===== src/pkg/seeprm_regs.vh =====
// Purpose: Constants for the serial memory command engine.
// Assumes: A 50 MHz system clock.
// Notes: Times are given in their own unit with derived cycle counts.
`ifndef SEEPRM_REGS_VH
`define SEEPRM_REGS_VH
`define SEEPRM_CLK_MHZ 50
`define SEEPRM_OP_READ 2'h1 << 1
`define SEEPRM_OPC_READ 2'h2
`define SEEPRM_OPC_WRITE 2'h1
`define SEEPRM_OPC_ERASE 2'h3
`define SEEPRM_OPC_SPECIAL 2'h0
`define SEEPRM_SUB_ENABLE 2'h3
`define SEEPRM_SUB_DISABLE 2'h0
`define SEEPRM_SUB_ERASE_ALL 2'h2
`define SEEPRM_SUB_WRITE_ALL 2'h1
`define SEEPRM_T_WORD_US 6000
`define SEEPRM_T_ERASE_ALL_US 6000
`define SEEPRM_T_WRITE_ALL_US 15000
`define SEEPRM_ERASED_BIT 1'h1
`define SEEPRM_BUSY_LEVEL 1'h0
`define SEEPRM_READY_LEVEL 1'h1
`endif


===== src/hdl/seeprm_engine.v =====
// Purpose: Command engine of a small three-wire serial memory.
// Assumes: Serial clock, select and data come from an outside master.
// Notes: Serial pins are synchronised and edge detected on MCLK.
`include "seeprm_regs.vh"
`default_nettype none
module seeprm_engine #(
  parameter WORD16 = 1,
  parameter AW = (WORD16 != 0) ? 6 : 7,
  parameter DW = (WORD16 != 0) ? 16 : 8,
  parameter T_WORD_CYC = `SEEPRM_T_WORD_US * `SEEPRM_CLK_MHZ,
  parameter T_ERASE_ALL_CMD_CYC = `SEEPRM_T_ERASE_ALL_US * `SEEPRM_CLK_MHZ,
  parameter T_WRITE_ALL_CMD_CYC = `SEEPRM_T_WRITE_ALL_US * `SEEPRM_CLK_MHZ
) (
  input wire MCLK,
  input wire RESETN,
  input wire POWER_GOOD,
  input wire CHIP_SEL,
  input wire SER_CLK,
  input wire SERIAL_IN,
  output reg SERIAL_OUT,
  output reg SERIAL_OUT_OE,
  output reg PROG_BUSY
);
  localparam DEPTH = 1 << AW;
  localparam ST_IDLE = 5'h01;
  localparam ST_CMD = 5'h02;
  localparam ST_DATA = 5'h04;
  localparam ST_READ = 5'h08;
  localparam ST_DONE = 5'h10;
  localparam CMDW = AW + 2;
  localparam [31:0] DW32 = DW;
  localparam [5:0] CNT_DW = DW32[5:0];
  localparam [5:0] CNT_LAST = CNT_DW - 6'h1;
  localparam PS_IDLE = 3'h1;
  localparam PS_ERASE = 3'h2;
  localparam PS_PROG = 3'h4;

  reg [DW-1:0] mem [0:DEPTH-1];
  reg [2:0] cs_s_r, ck_s_r, di_s_r;
  reg pg1_r, pg2_r;
  reg [4:0] st_r;
  reg [CMDW-1:0] cmd_r;
  reg [5:0] cnt_r;
  reg [DW-1:0] sh_r;
  reg [AW-1:0] addr_r;
  reg wen_r;
  reg pend_r;
  reg [1:0] pkind_r;
  reg [AW-1:0] paddr_r;
  reg [DW-1:0] pdata_r;
  reg [2:0] ps_r;
  reg [31:0] tmr_r;
  reg [31:0] tdur_r;
  reg poll_r;
  // Two-entry buffer between memory fetch and read shifter.
  reg [DW-1:0] buf_d [0:1];
  reg [1:0] buf_n_r;
  reg buf_wp_r, buf_rp_r;
  integer i;

  wire cs = cs_s_r[1];
  wire ck_rise = ck_s_r[1] & ~ck_s_r[2];
  wire di = di_s_r[1];
  wire cs_fall = ~cs_s_r[1] & cs_s_r[2];
  wire cs_rise = cs_s_r[1] & ~cs_s_r[2];
  wire pg = pg2_r;
  wire [1:0] opc = cmd_r[CMDW-1:CMDW-2];
  // The last address bit is still on the pin when the first fetch starts.
  wire [1:0] opc_last = cmd_r[CMDW-2:CMDW-3];
  wire [AW-1:0] adr_last = {cmd_r[AW-2:0], di};
  wire [AW-1:0] cadr = cmd_r[AW-1:0];
  wire buf_in_rdy = (buf_n_r != 2'h2);
  wire buf_out_vld = (buf_n_r != 2'h0);
  wire fill_req = (st_r == ST_CMD) && ck_rise && (cnt_r == CMDW - 1) &&
    (opc_last == `SEEPRM_OPC_READ);
  reg buf_push;
  reg buf_pop;

  // Two stages synchronise each pin; the third, on select and clock only, serves edge detection.
  always @(posedge MCLK or negedge RESETN) begin
    if (!RESETN) begin
      cs_s_r <= 3'h0;
      ck_s_r <= 3'h0;
      di_s_r <= 3'h0;
      pg1_r <= 1'b0;
      pg2_r <= 1'b0;
    end else begin
      cs_s_r <= {cs_s_r[1:0], CHIP_SEL};
      ck_s_r <= {ck_s_r[1:0], SER_CLK};
      di_s_r <= {di_s_r[1:0], SERIAL_IN};
      pg1_r <= POWER_GOOD;
      pg2_r <= pg1_r;
    end
  end

  // Word fetch into the buffer; the shifter drains it.
  // A slow master only delays the pop, so the fetch stays a word ahead.
  always @* begin
    buf_push = 1'b0;
    buf_pop = 1'b0;
    if (st_r == ST_READ && ck_rise && buf_out_vld && cs &&
        (cnt_r == 6'h0 || cnt_r == CNT_DW)) begin
      buf_pop = 1'b1;
    end
    if (buf_in_rdy && cs && (st_r == ST_READ || fill_req)) begin
      buf_push = 1'b1;
    end
  end

  always @(posedge MCLK or negedge RESETN) begin
    if (!RESETN) begin
      buf_n_r <= 2'h0;
      buf_wp_r <= 1'b0;
      buf_rp_r <= 1'b0;
      addr_r <= {AW{1'b0}};
    end else if (!cs) begin
      buf_n_r <= 2'h0;
      buf_wp_r <= 1'b0;
      buf_rp_r <= 1'b0;
    end else begin
      if (buf_push) begin
        buf_d[buf_wp_r] <= mem[fill_req ? adr_last : addr_r];
        buf_wp_r <= ~buf_wp_r;
        addr_r <= (fill_req ? adr_last : addr_r) + 1'b1;
      end
      if (buf_pop) begin
        buf_rp_r <= ~buf_rp_r;
      end
      buf_n_r <= buf_n_r + {1'b0, buf_push} - {1'b0, buf_pop};
    end
  end

  // Serial command front end.
  always @(posedge MCLK or negedge RESETN) begin
    if (!RESETN) begin
      st_r <= ST_IDLE;
      cmd_r <= {CMDW{1'b0}};
      cnt_r <= 6'h0;
      sh_r <= {DW{1'b0}};
      wen_r <= 1'b0;
      pend_r <= 1'b0;
      pkind_r <= 2'h0;
      paddr_r <= {AW{1'b0}};
      pdata_r <= {DW{1'b0}};
      SERIAL_OUT <= 1'b0;
    end else if (!pg) begin
      wen_r <= 1'b0;
      st_r <= ST_IDLE;
      pend_r <= 1'b0;
    end else if (!cs) begin
      st_r <= ST_IDLE;
      cnt_r <= 6'h0;
      if (cs_fall && pend_r && ps_r == PS_IDLE) begin
        pend_r <= 1'b0;
      end
    end else begin
      case (st_r)
        ST_IDLE: begin
          // Status trails the timed cycle by one clock; polling is slower.
          if (poll_r) begin
            SERIAL_OUT <= (ps_r == PS_IDLE) ? `SEEPRM_READY_LEVEL :
              `SEEPRM_BUSY_LEVEL;
          end
          if (ck_rise && di && ps_r == PS_IDLE) begin
            st_r <= ST_CMD;
            cnt_r <= 6'h0;
            pend_r <= 1'b0;
          end
        end
        ST_CMD: begin
          if (ck_rise) begin
            cmd_r <= {cmd_r[CMDW-2:0], di};
            cnt_r <= cnt_r + 6'h1;
            if (cnt_r == CMDW - 1) begin
              cnt_r <= 6'h0;
              st_r <= ST_DONE;
              case (cmd_r[CMDW-2:CMDW-3])
                `SEEPRM_OPC_READ: begin
                  st_r <= ST_READ;
                  cnt_r <= CNT_DW;
                  SERIAL_OUT <= 1'b0;
                end
                `SEEPRM_OPC_WRITE: st_r <= ST_DATA;
                `SEEPRM_OPC_ERASE: begin
                  pend_r <= wen_r;
                  pkind_r <= 2'h0;
                  paddr_r <= {cmd_r[AW-2:0], di};
                end
                default: begin
                  case (cmd_r[AW-2:AW-3])
                    `SEEPRM_SUB_ENABLE: wen_r <= 1'b1;
                    `SEEPRM_SUB_DISABLE: wen_r <= 1'b0;
                    `SEEPRM_SUB_ERASE_ALL: begin
                      pend_r <= wen_r;
                      pkind_r <= 2'h2;
                    end
                    default: st_r <= ST_DATA;
                  endcase
                end
              endcase
            end
          end
        end
        ST_DATA: begin
          if (ck_rise) begin
            sh_r <= {sh_r[DW-2:0], di};
            cnt_r <= cnt_r + 6'h1;
            if (cnt_r == DW - 1) begin
              st_r <= ST_DONE;
              pdata_r <= {sh_r[DW-2:0], di};
              paddr_r <= cadr;
              pend_r <= wen_r;
              pkind_r <= (opc == `SEEPRM_OPC_WRITE) ? 2'h1 : 2'h3;
            end
          end
        end
        ST_READ: begin
          if (ck_rise) begin
            // A load drops the top bit from the shifter; it is already out.
            if (cnt_r == 6'h0 || cnt_r == CNT_DW) begin
              sh_r <= {buf_d[buf_rp_r][DW-2:0], 1'b0};
              SERIAL_OUT <= buf_d[buf_rp_r][DW-1];
              cnt_r <= CNT_LAST;
            end else begin
              SERIAL_OUT <= sh_r[DW-1];
              sh_r <= {sh_r[DW-2:0], 1'b0};
              cnt_r <= cnt_r - 6'h1;
            end
          end
        end
        default: begin
        end
      endcase
    end
  end

  // Self-timed programming runs on MCLK; it starts on a select fall and then ignores the serial pins.
  always @(posedge MCLK or negedge RESETN) begin
    if (!RESETN) begin
      ps_r <= PS_IDLE;
      tmr_r <= 32'h0;
      tdur_r <= 32'h0;
      PROG_BUSY <= 1'b0;
    end else begin
      case (ps_r)
        PS_IDLE: begin
          if (cs_fall && pend_r && pg && cs_s_r[2]) begin
            ps_r <= PS_ERASE;
            tmr_r <= 32'h0;
            PROG_BUSY <= 1'b1;
            tdur_r <= (pkind_r == 2'h2) ? T_ERASE_ALL_CMD_CYC :
              (pkind_r == 2'h3) ? T_WRITE_ALL_CMD_CYC : T_WORD_CYC;
          end
        end
        PS_ERASE: begin
          if (pkind_r[1]) begin
            for (i = 0; i < DEPTH; i = i + 1) begin
              mem[i] <= {DW{`SEEPRM_ERASED_BIT}};
            end
          end else begin
            mem[paddr_r] <= {DW{`SEEPRM_ERASED_BIT}};
          end
          ps_r <= PS_PROG;
        end
        PS_PROG: begin
          tmr_r <= tmr_r + 32'h1;
          // Losing power mid-cycle leaves the word erased but not written.
          if (!pg) begin
            ps_r <= PS_IDLE;
            PROG_BUSY <= 1'b0;
          end else if (tmr_r >= tdur_r - 32'h1) begin
            ps_r <= PS_IDLE;
            PROG_BUSY <= 1'b0;
            if (pkind_r == 2'h1) begin
              mem[paddr_r] <= pdata_r;
            end else if (pkind_r == 2'h3) begin
              for (i = 0; i < DEPTH; i = i + 1) begin
                mem[i] <= pdata_r;
              end
            end
          end
        end
        default: ps_r <= PS_IDLE;
      endcase
    end
  end

  // Output enable and status polling.
  always @(posedge MCLK or negedge RESETN) begin
    if (!RESETN) begin
      poll_r <= 1'b0;
      SERIAL_OUT_OE <= 1'b0;
    end else begin
      if (cs_fall) begin
        poll_r <= (ps_r != PS_IDLE) || (pend_r && pg);
      end else if (cs && st_r == ST_CMD) begin
        poll_r <= 1'b0;
      end
      if (!cs) begin
        SERIAL_OUT_OE <= 1'b0;
      end else if (st_r == ST_READ) begin
        SERIAL_OUT_OE <= 1'b1;
      end else if (poll_r && st_r == ST_IDLE && !cs_rise) begin
        SERIAL_OUT_OE <= 1'b1;
      end else begin
        SERIAL_OUT_OE <= 1'b0;
      end
    end
  end

endmodule
`default_nettype wire


===== config.mk =====
export PLATFORM = sky130hd
export DESIGN_NAME = seeprm_engine
export DESIGN_NICKNAME = d
export VERILOG_FILES = /design/src/hdl/seeprm_engine.v
export VERILOG_INCLUDE_DIRS = /design/src /design/src/pkg
export SDC_FILE = /design/constraint.sdc
export NUM_CORES = 2
export LEC_CHECK = 0
export BUFFER_PORTS_ARGS = -buffer_cell sky130_fd_sc_hd__buf_2
export CORE_MARGIN = 3
export CORE_UTILIZATION = 25
export DETAILED_ROUTE_END_ITERATION = 8
export GPL_TIMING_DRIVEN = 0
export HOLD_SLACK_MARGIN = 0.06
export PLACE_DENSITY = 0.44
export REMOVE_ABC_BUFFERS = 1
export SLEW_MARGIN = 30
export SYNTH_ARGS = -nofsm -noshare
export SYNTH_HDL_FRONTEND = slang
export SYNTH_SLANG_ARGS = --single-unit
export TNS_END_PERCENT = 1

===== constraint.sdc =====
create_clock -name MCLK -period 6.74 [get_ports MCLK]
set_input_delay 0.674 -clock MCLK [delete_from_list [all_inputs] [get_ports MCLK]]
set_output_delay 0.674 -clock MCLK [all_outputs]
set_load 0.01 [all_outputs]

== Yosys cells after proc, flatten, opt, wreduce, memory -nomap -nowiden ==
Memories as Yosys holds them, arrays and structs flattened.
Cells that the tools add are included.

* Memories: 2
* Bits in registers: 152
* Logic and storage cells: 394
* RAM bits: 1056

{| class="wikitable"
|+ Memories
! name !! depth !! bits a word !! rd ports !! clocked after Yosys merged registers in !! wr ports !! RTL line !! text
|-
| mem || 64 || 16 || 1 || 0 || 64 || seeprm_engine.v:38 || <nowiki>reg [DW-1:0] mem [0:DEPTH-1];</nowiki>
|-
| buf_d || 2 || 16 || 1 || 0 || 1 || seeprm_engine.v:56 || <nowiki>reg [DW-1:0] buf_d [0:1];</nowiki>
|}

* Bitwise logic cells: 73
* Order comparisons: 1
* Equal/unequal tests: 55
* Reductions and logical operators: 55
* Add/sub/neg operators: 7
* Muxes and demuxes: 176

{| class="wikitable"
|+ Operators with widths
! kind !! count
|-
| $mux 16 || 69
|-
| $mux 6 || 14
|-
| $or 1x1->1 || 65
|-
| $pmux 32 s2 || 1
|-
| $mux 1 || 57
|-
| $mux 5 || 9
|-
| $mux 20 || 2
|-
| $add 32x1->32 const B || 1
|-
| $ge 32x32->1 || 1
|-
| $mux 32 || 1
|-
| $pmux 16 s2 || 1
|-
| $sub 32x1->32 const B || 1
|-
| $pmux 5 s3 || 2
|-
| $logic_and 1x1->1 || 24
|-
| $ne 4x4->1 const B || 6
|-
| $pmux 6 s4 || 1
|-
| $ne 2x2->1 const B || 11
|-
| $reduce_and 6->1 || 3
|-
| $reduce_and 9->1 || 2
|-
| $reduce_and 8->1 || 2
|-
| $reduce_or 16->1 || 1
|-
| $ne 3x3->1 const B || 5
|-
| $mux 2 || 7
|-
| $ne 2x1->1 const B || 7
|-
| 41 further kinds || 74
|}

== Logic depth before layout (Yosys ltp) ==
* Depth after elaboration: 12
* Mapped depth: 19
* Depth with buffers taken out: 14

== Least setup slack after synthesis ==
No wires, ideal clock.

* Kind: reg2reg
* Start point: reg tdur_r[17]
* End point: mem mem[40][0] (netlist name) (enable)
* Required time: 6.329 ns
* Setup time: 0.411 ns
* Cell stages (with the launch flop): 18
* Arrival: 4.601 ns
* Path slack: 1.728 ns
* Clock period less this slack: 5.012 ns
* Buffers on the path: 5
* Cell sequence: dfrtp_1 -> clkbuf_1 -> inv_1 -> ha_1 -> clkbuf_1 -> nand2_1 -> a21boi_0 -> ha_1 -> nand4_1 -> nor3_1 -> o21ai_0 -> a2111o_1 -> a211o_1 -> clkbuf_1 -> clkbuf_1 -> and2_0 -> clkbuf_1 -> o21ai_0

{| class="wikitable"
|+ RTL lines
! what !! RTL line !! text
|-
| from (decl) || seeprm_engine.v:53 || <nowiki>reg [31:0] tdur_r;</nowiki>
|-
| from (signal assigned) || seeprm_engine.v:251 || <nowiki>tdur_r <= (pkind_r == 2'h2) ? T_ERASE_ALL_CMD_CYC :</nowiki>
|-
| to (decl) || seeprm_engine.v:38 ||
|}

==> impl_results.md <==
* Outcome: finished clean
* I/O pin count at 9
* WL per Instance at 25.9 um
* Max stage delay on crit path at 0.94 ns
* Final design utilization at 0.305
* Yosys cell types at 73
* Final GP Congestion at 0.786
* FF+latch count, synth at 1179
* Startpoint of the lowest-slack hold path: di_s_r[0]
* Synth warn at 0
* Post-detailed-route DRC marker count at 0
* Vias in the first global route at 41400
* Final setup violation count at 0
* Endpoint of the worst-slack reg-to-reg timing path: mem[37][3]
* Sequential standard cell area at 34800 um2
* Critical Setup Path Class: reg2reg
* Residual antenna-violating net count after detailed routing at 0
* Fraction of layout instances using a drive strength above 1 at 0.128
* Row count at 176
* Average size of a mapped cell at 11.5 um2
* Vertical extent of the die at 488 um
* Clock root buffer master: clkbuf_16
* Tot GR Track Use at 0.170
* Worst vdd ir at 0.238 mV
* IO Port Bufs at 8
* Dominant register cell in the synthesized netlist: edfxtp_1
* Number of enable-type register cells in the synthesized netlist at 1056
* Cell-internal power at 11.9 mW
* Share of total power in sequential cells at 0.516
* Transition at the pin with the smallest max-transition slack at 0.997 ns
* Worst-case clock skew at 0.0347 ns
* Vias at 42100
* Setup crit end kind: flip-flop
* Aggregate routed wire length at 208 mm
* Arrival time at the worst endpoint at 6.81 ns
* Worst-path fanout max at 22
* R2r setup slk at 0.35 ns
* Leakage power total at 24.0 nW
* DP Worst Slack at 0.219 ns
* Net total in the final layout at 4933
* RR Startpoint: tdur_r[17]
* Most common cell on crit path: nand2_1
* P per Cell Area at 217 nW/um2
* Bufs on Longest Clock Path at 3
* First-pass GRT wire length at 300 mm
* Filler cells at 23000
* Register-to-Register Path Depth at 15
* Power, Total at 15.3 mW
* H-Tree Depth at 4
* Post-synthesis instance total at 5044
* Pin count of the biggest net entering global routing at 78
* Worst Setup Start Kind: flip-flop
* Growth of design area from synthesis to finish at 21.0%
* TritonCTS buffer count at 144
* PnR worst setup slack at 0.353 ns
* Clk sinks at 1179
* Final max-slew violation count at 0
* Cell count after placement at 7759
* Clock latency at the later pin of the worst-skew pair at 0.81 ns
* Hold path cells at 0
* Worst-case hold slack at 0.359 ns
* Clock-pin slew on the worst setup and hold paths at 0.06 ns
* RSZ-0062 raised after global routing: false
* Combined area of the multi-input logic cells at 22100 um2
* Achievable Freq at 0.157 GHz
* Async set-reset flop share out of synthesis at 0.104
* Count of non-filler cells in the finished layout at 8020
* DR pass1 iterations at 5
* Core Footprint at 231000 um2
* Worst hold endpoint: di_s_r[1]
* Switching part of the total power at 0.217
* Combinational share of power at 0.002
* Chip width at 488 um
* Clock network fraction of total power at 0.482
* Worst slew margin at 0.322
* TritonCTS clock tree: yes
* Setup Buffers After CTS at 0
* Number of failing hold endpoints at the final stage at 0
* Max capacitance violation total at 0
* Power dissipated by switching net loads at 3.31 mW
* Slowest cell on the critical path: nand2_1
* Starting density of the core at 0.252
* Portion of the clock cycle consumed by the worst path in the final layout at 0.948
* Seq/Total Area, Yosys at 0.599
* Minimum clock period after layout at 6.39 ns
* GRT overflow at 0
* Worst path required time at 7.16 ns
* Post-Syn Area at 58100 um2
* Area of the die at 238000 um2
* Type of the tightest min-delay check: reg2reg
* Placed wire-length estimate at 140 mm
* Number of vias per cell after detailed routing at 5.25
* Critical path, cell by cell: inv_1, ha_1, nand2_1, a211oi_1, inv_1, ha_1, a21o_1, a21oi_1, o21ai_1, a21boi_4, buf_16, buf_8, a21oi_4, nand2_1, nand2_1
* Number of antenna violations at the first check in global routing at 6
* Detailed router's first-iteration violation count at 3905
metrics by stage:
step,area [um2],setup TNS (ns)
floorplan,55800,-6881.36
detailed placement,65800,0
finish,70300,0
CTS,70200,0
global route,70300,0
global placement,59600,-
power by group through the flow:
stage | Combinational [mW] | Clock (mW) | Sequential (mW)
detailed placement | 0.0351 | 0 | 8.01
global route | 0.0412 | 7.76 | 7.86
floorplan | 0.00913 | 0 | 8.01
CTS | 0.0375 | 7.51 | 7.86
global placement | 0.0321 | 0 | 8.01
finish | 0.0358 | 7.35 | 7.86
layer usage:
metal  global-route usage  routed length (um)
met1                0.229               91100
met2                0.277               97400
met3               0.0303               12800
met4               0.0548                6430
met5                    0                   0
worst max path at each step:
stage                from  cells past startpoint  slack (ns)            to
6_report       tdur_r[17]                     15        0.35    mem[37][3]
5_1_grt        tdur_r[17]                     15        0.01    mem[37][3]
4_1_cts          cmd_r[5]                     14        0.19   buf_d[1][8]
3_5_place_dp     cmd_r[5]                     14        0.22   buf_d[1][8]
3_3_place_gp     cnt_r[0]                     10      -63.48   buf_d[0][8]
2_1_floorplan    cnt_r[0]                     10      -19.87  buf_d[0][14]
cells in the final DEF, fill, tap and decap left out, types with 22 or more instances in the layout:
cell          n
edfxtp_1   1056
nor2_4       65
clkbuf_1     44
buf_12       22
inv_1        26
clkbuf_16   146
a21oi_1     424
dfrtp_1     120
nand2_1     600
mux2i_1     704
a32oi_1      31
a31oi_1     475
nor2_1      143
o22ai_1     131
clkinv_1     23
o21ai_0      83
nand2_2      23
and3_1       25
o21ai_1      43
buf_16      127
mux2_2       22
nand3_1     193
ha_1         42
buf_8        48
Yosys cell counts, drive strengths merged, types with 121 or more instances:
| library cell | count | area (um2) |
|---|---|---|
| nand2 | 627 | 2370 |
| nand3 | 193 | 966 |
| mux2i | 709 | 7110 |
| clkbuf | 392 | 1470 |
| nor2 | 212 | 813 |
| o21ai | 142 | 711 |
| edfxtp | 1056 | 31700 |
| buf | 165 | 815 |
| o22ai | 131 | 820 |
| a31oi | 475 | 2970 |
| a21oi | 435 | 2180 |
| dfrtp | 121 | 3030 |
flip-flops by register name, indices dropped and copies added (netlist names), 3 cells and up:
| register | cells |
|---|---|
| addr_r | 6 |
| buf_d | 32 |
| ck_s_r | 3 |
| cmd_r | 8 |
| cnt_r | 6 |
| cs_s_r | 3 |
| mem | 1024 |
| paddr_r | 6 |
| pdata_r | 16 |
| ps_r | 3 |
| sh_r | 16 |
| st_r | 5 |
| tdur_r | 3 |
| tmr_r | 32 |
final cells by class:
class | count | area share
repair buffers | 252 | 0.0732
multi-input cells | 3280 | 0.314
clock inverters | 60 | 0.00703
well taps | 3026 | 0.0539
diodes | 3 | 0.000107
flip-flops and latches | 1179 | 0.495
inverters | 28 | 0.00164
clock buffers | 192 | 0.0547
worst max-delay path: cells and delay by family, from the launching register on:
| kind | cells | cell delay (ns) |
|---|---|---|
| compound gates | 6 | 2.23 |
| fa+ha+maj | 2 | 0.79 |
| simple gates | 3 | 1.76 |
| buf+inv | 4 | 0.71 |
| flops | 1 | 0.49 |
repair_timing:
item                                    CTS  global route
gates resized for setup                   0             4
endpoints found under the setup margin    0            19
hold endpoints to repair                 59             0
hold buffers                              5             0
logic make-up (layout without fill, tap and decap cells):
| kind of cell | after synthesis | after routing | share of synthesized area |
|---|---|---|---|
| XOR/XNOR | 6 | 6 | 0.000905 |
| multiplexers | 732 | 732 | 0.127 |
| adder cells (fa/ha/maj) | 42 | 42 | 0.00905 |
| AO/OA/AOI/OAI | 1306 | 1306 | 0.133 |
| flip-flops | 1179 | 1179 | 0.599 |
| other | 0 | 3 | 0 |
| AND/OR/NAND/NOR | 1194 | 1194 | 0.0901 |
| buffers and inverters | 585 | 532 | 0.0412 |
Note: power is estimated with default switching activity, not from simulation.
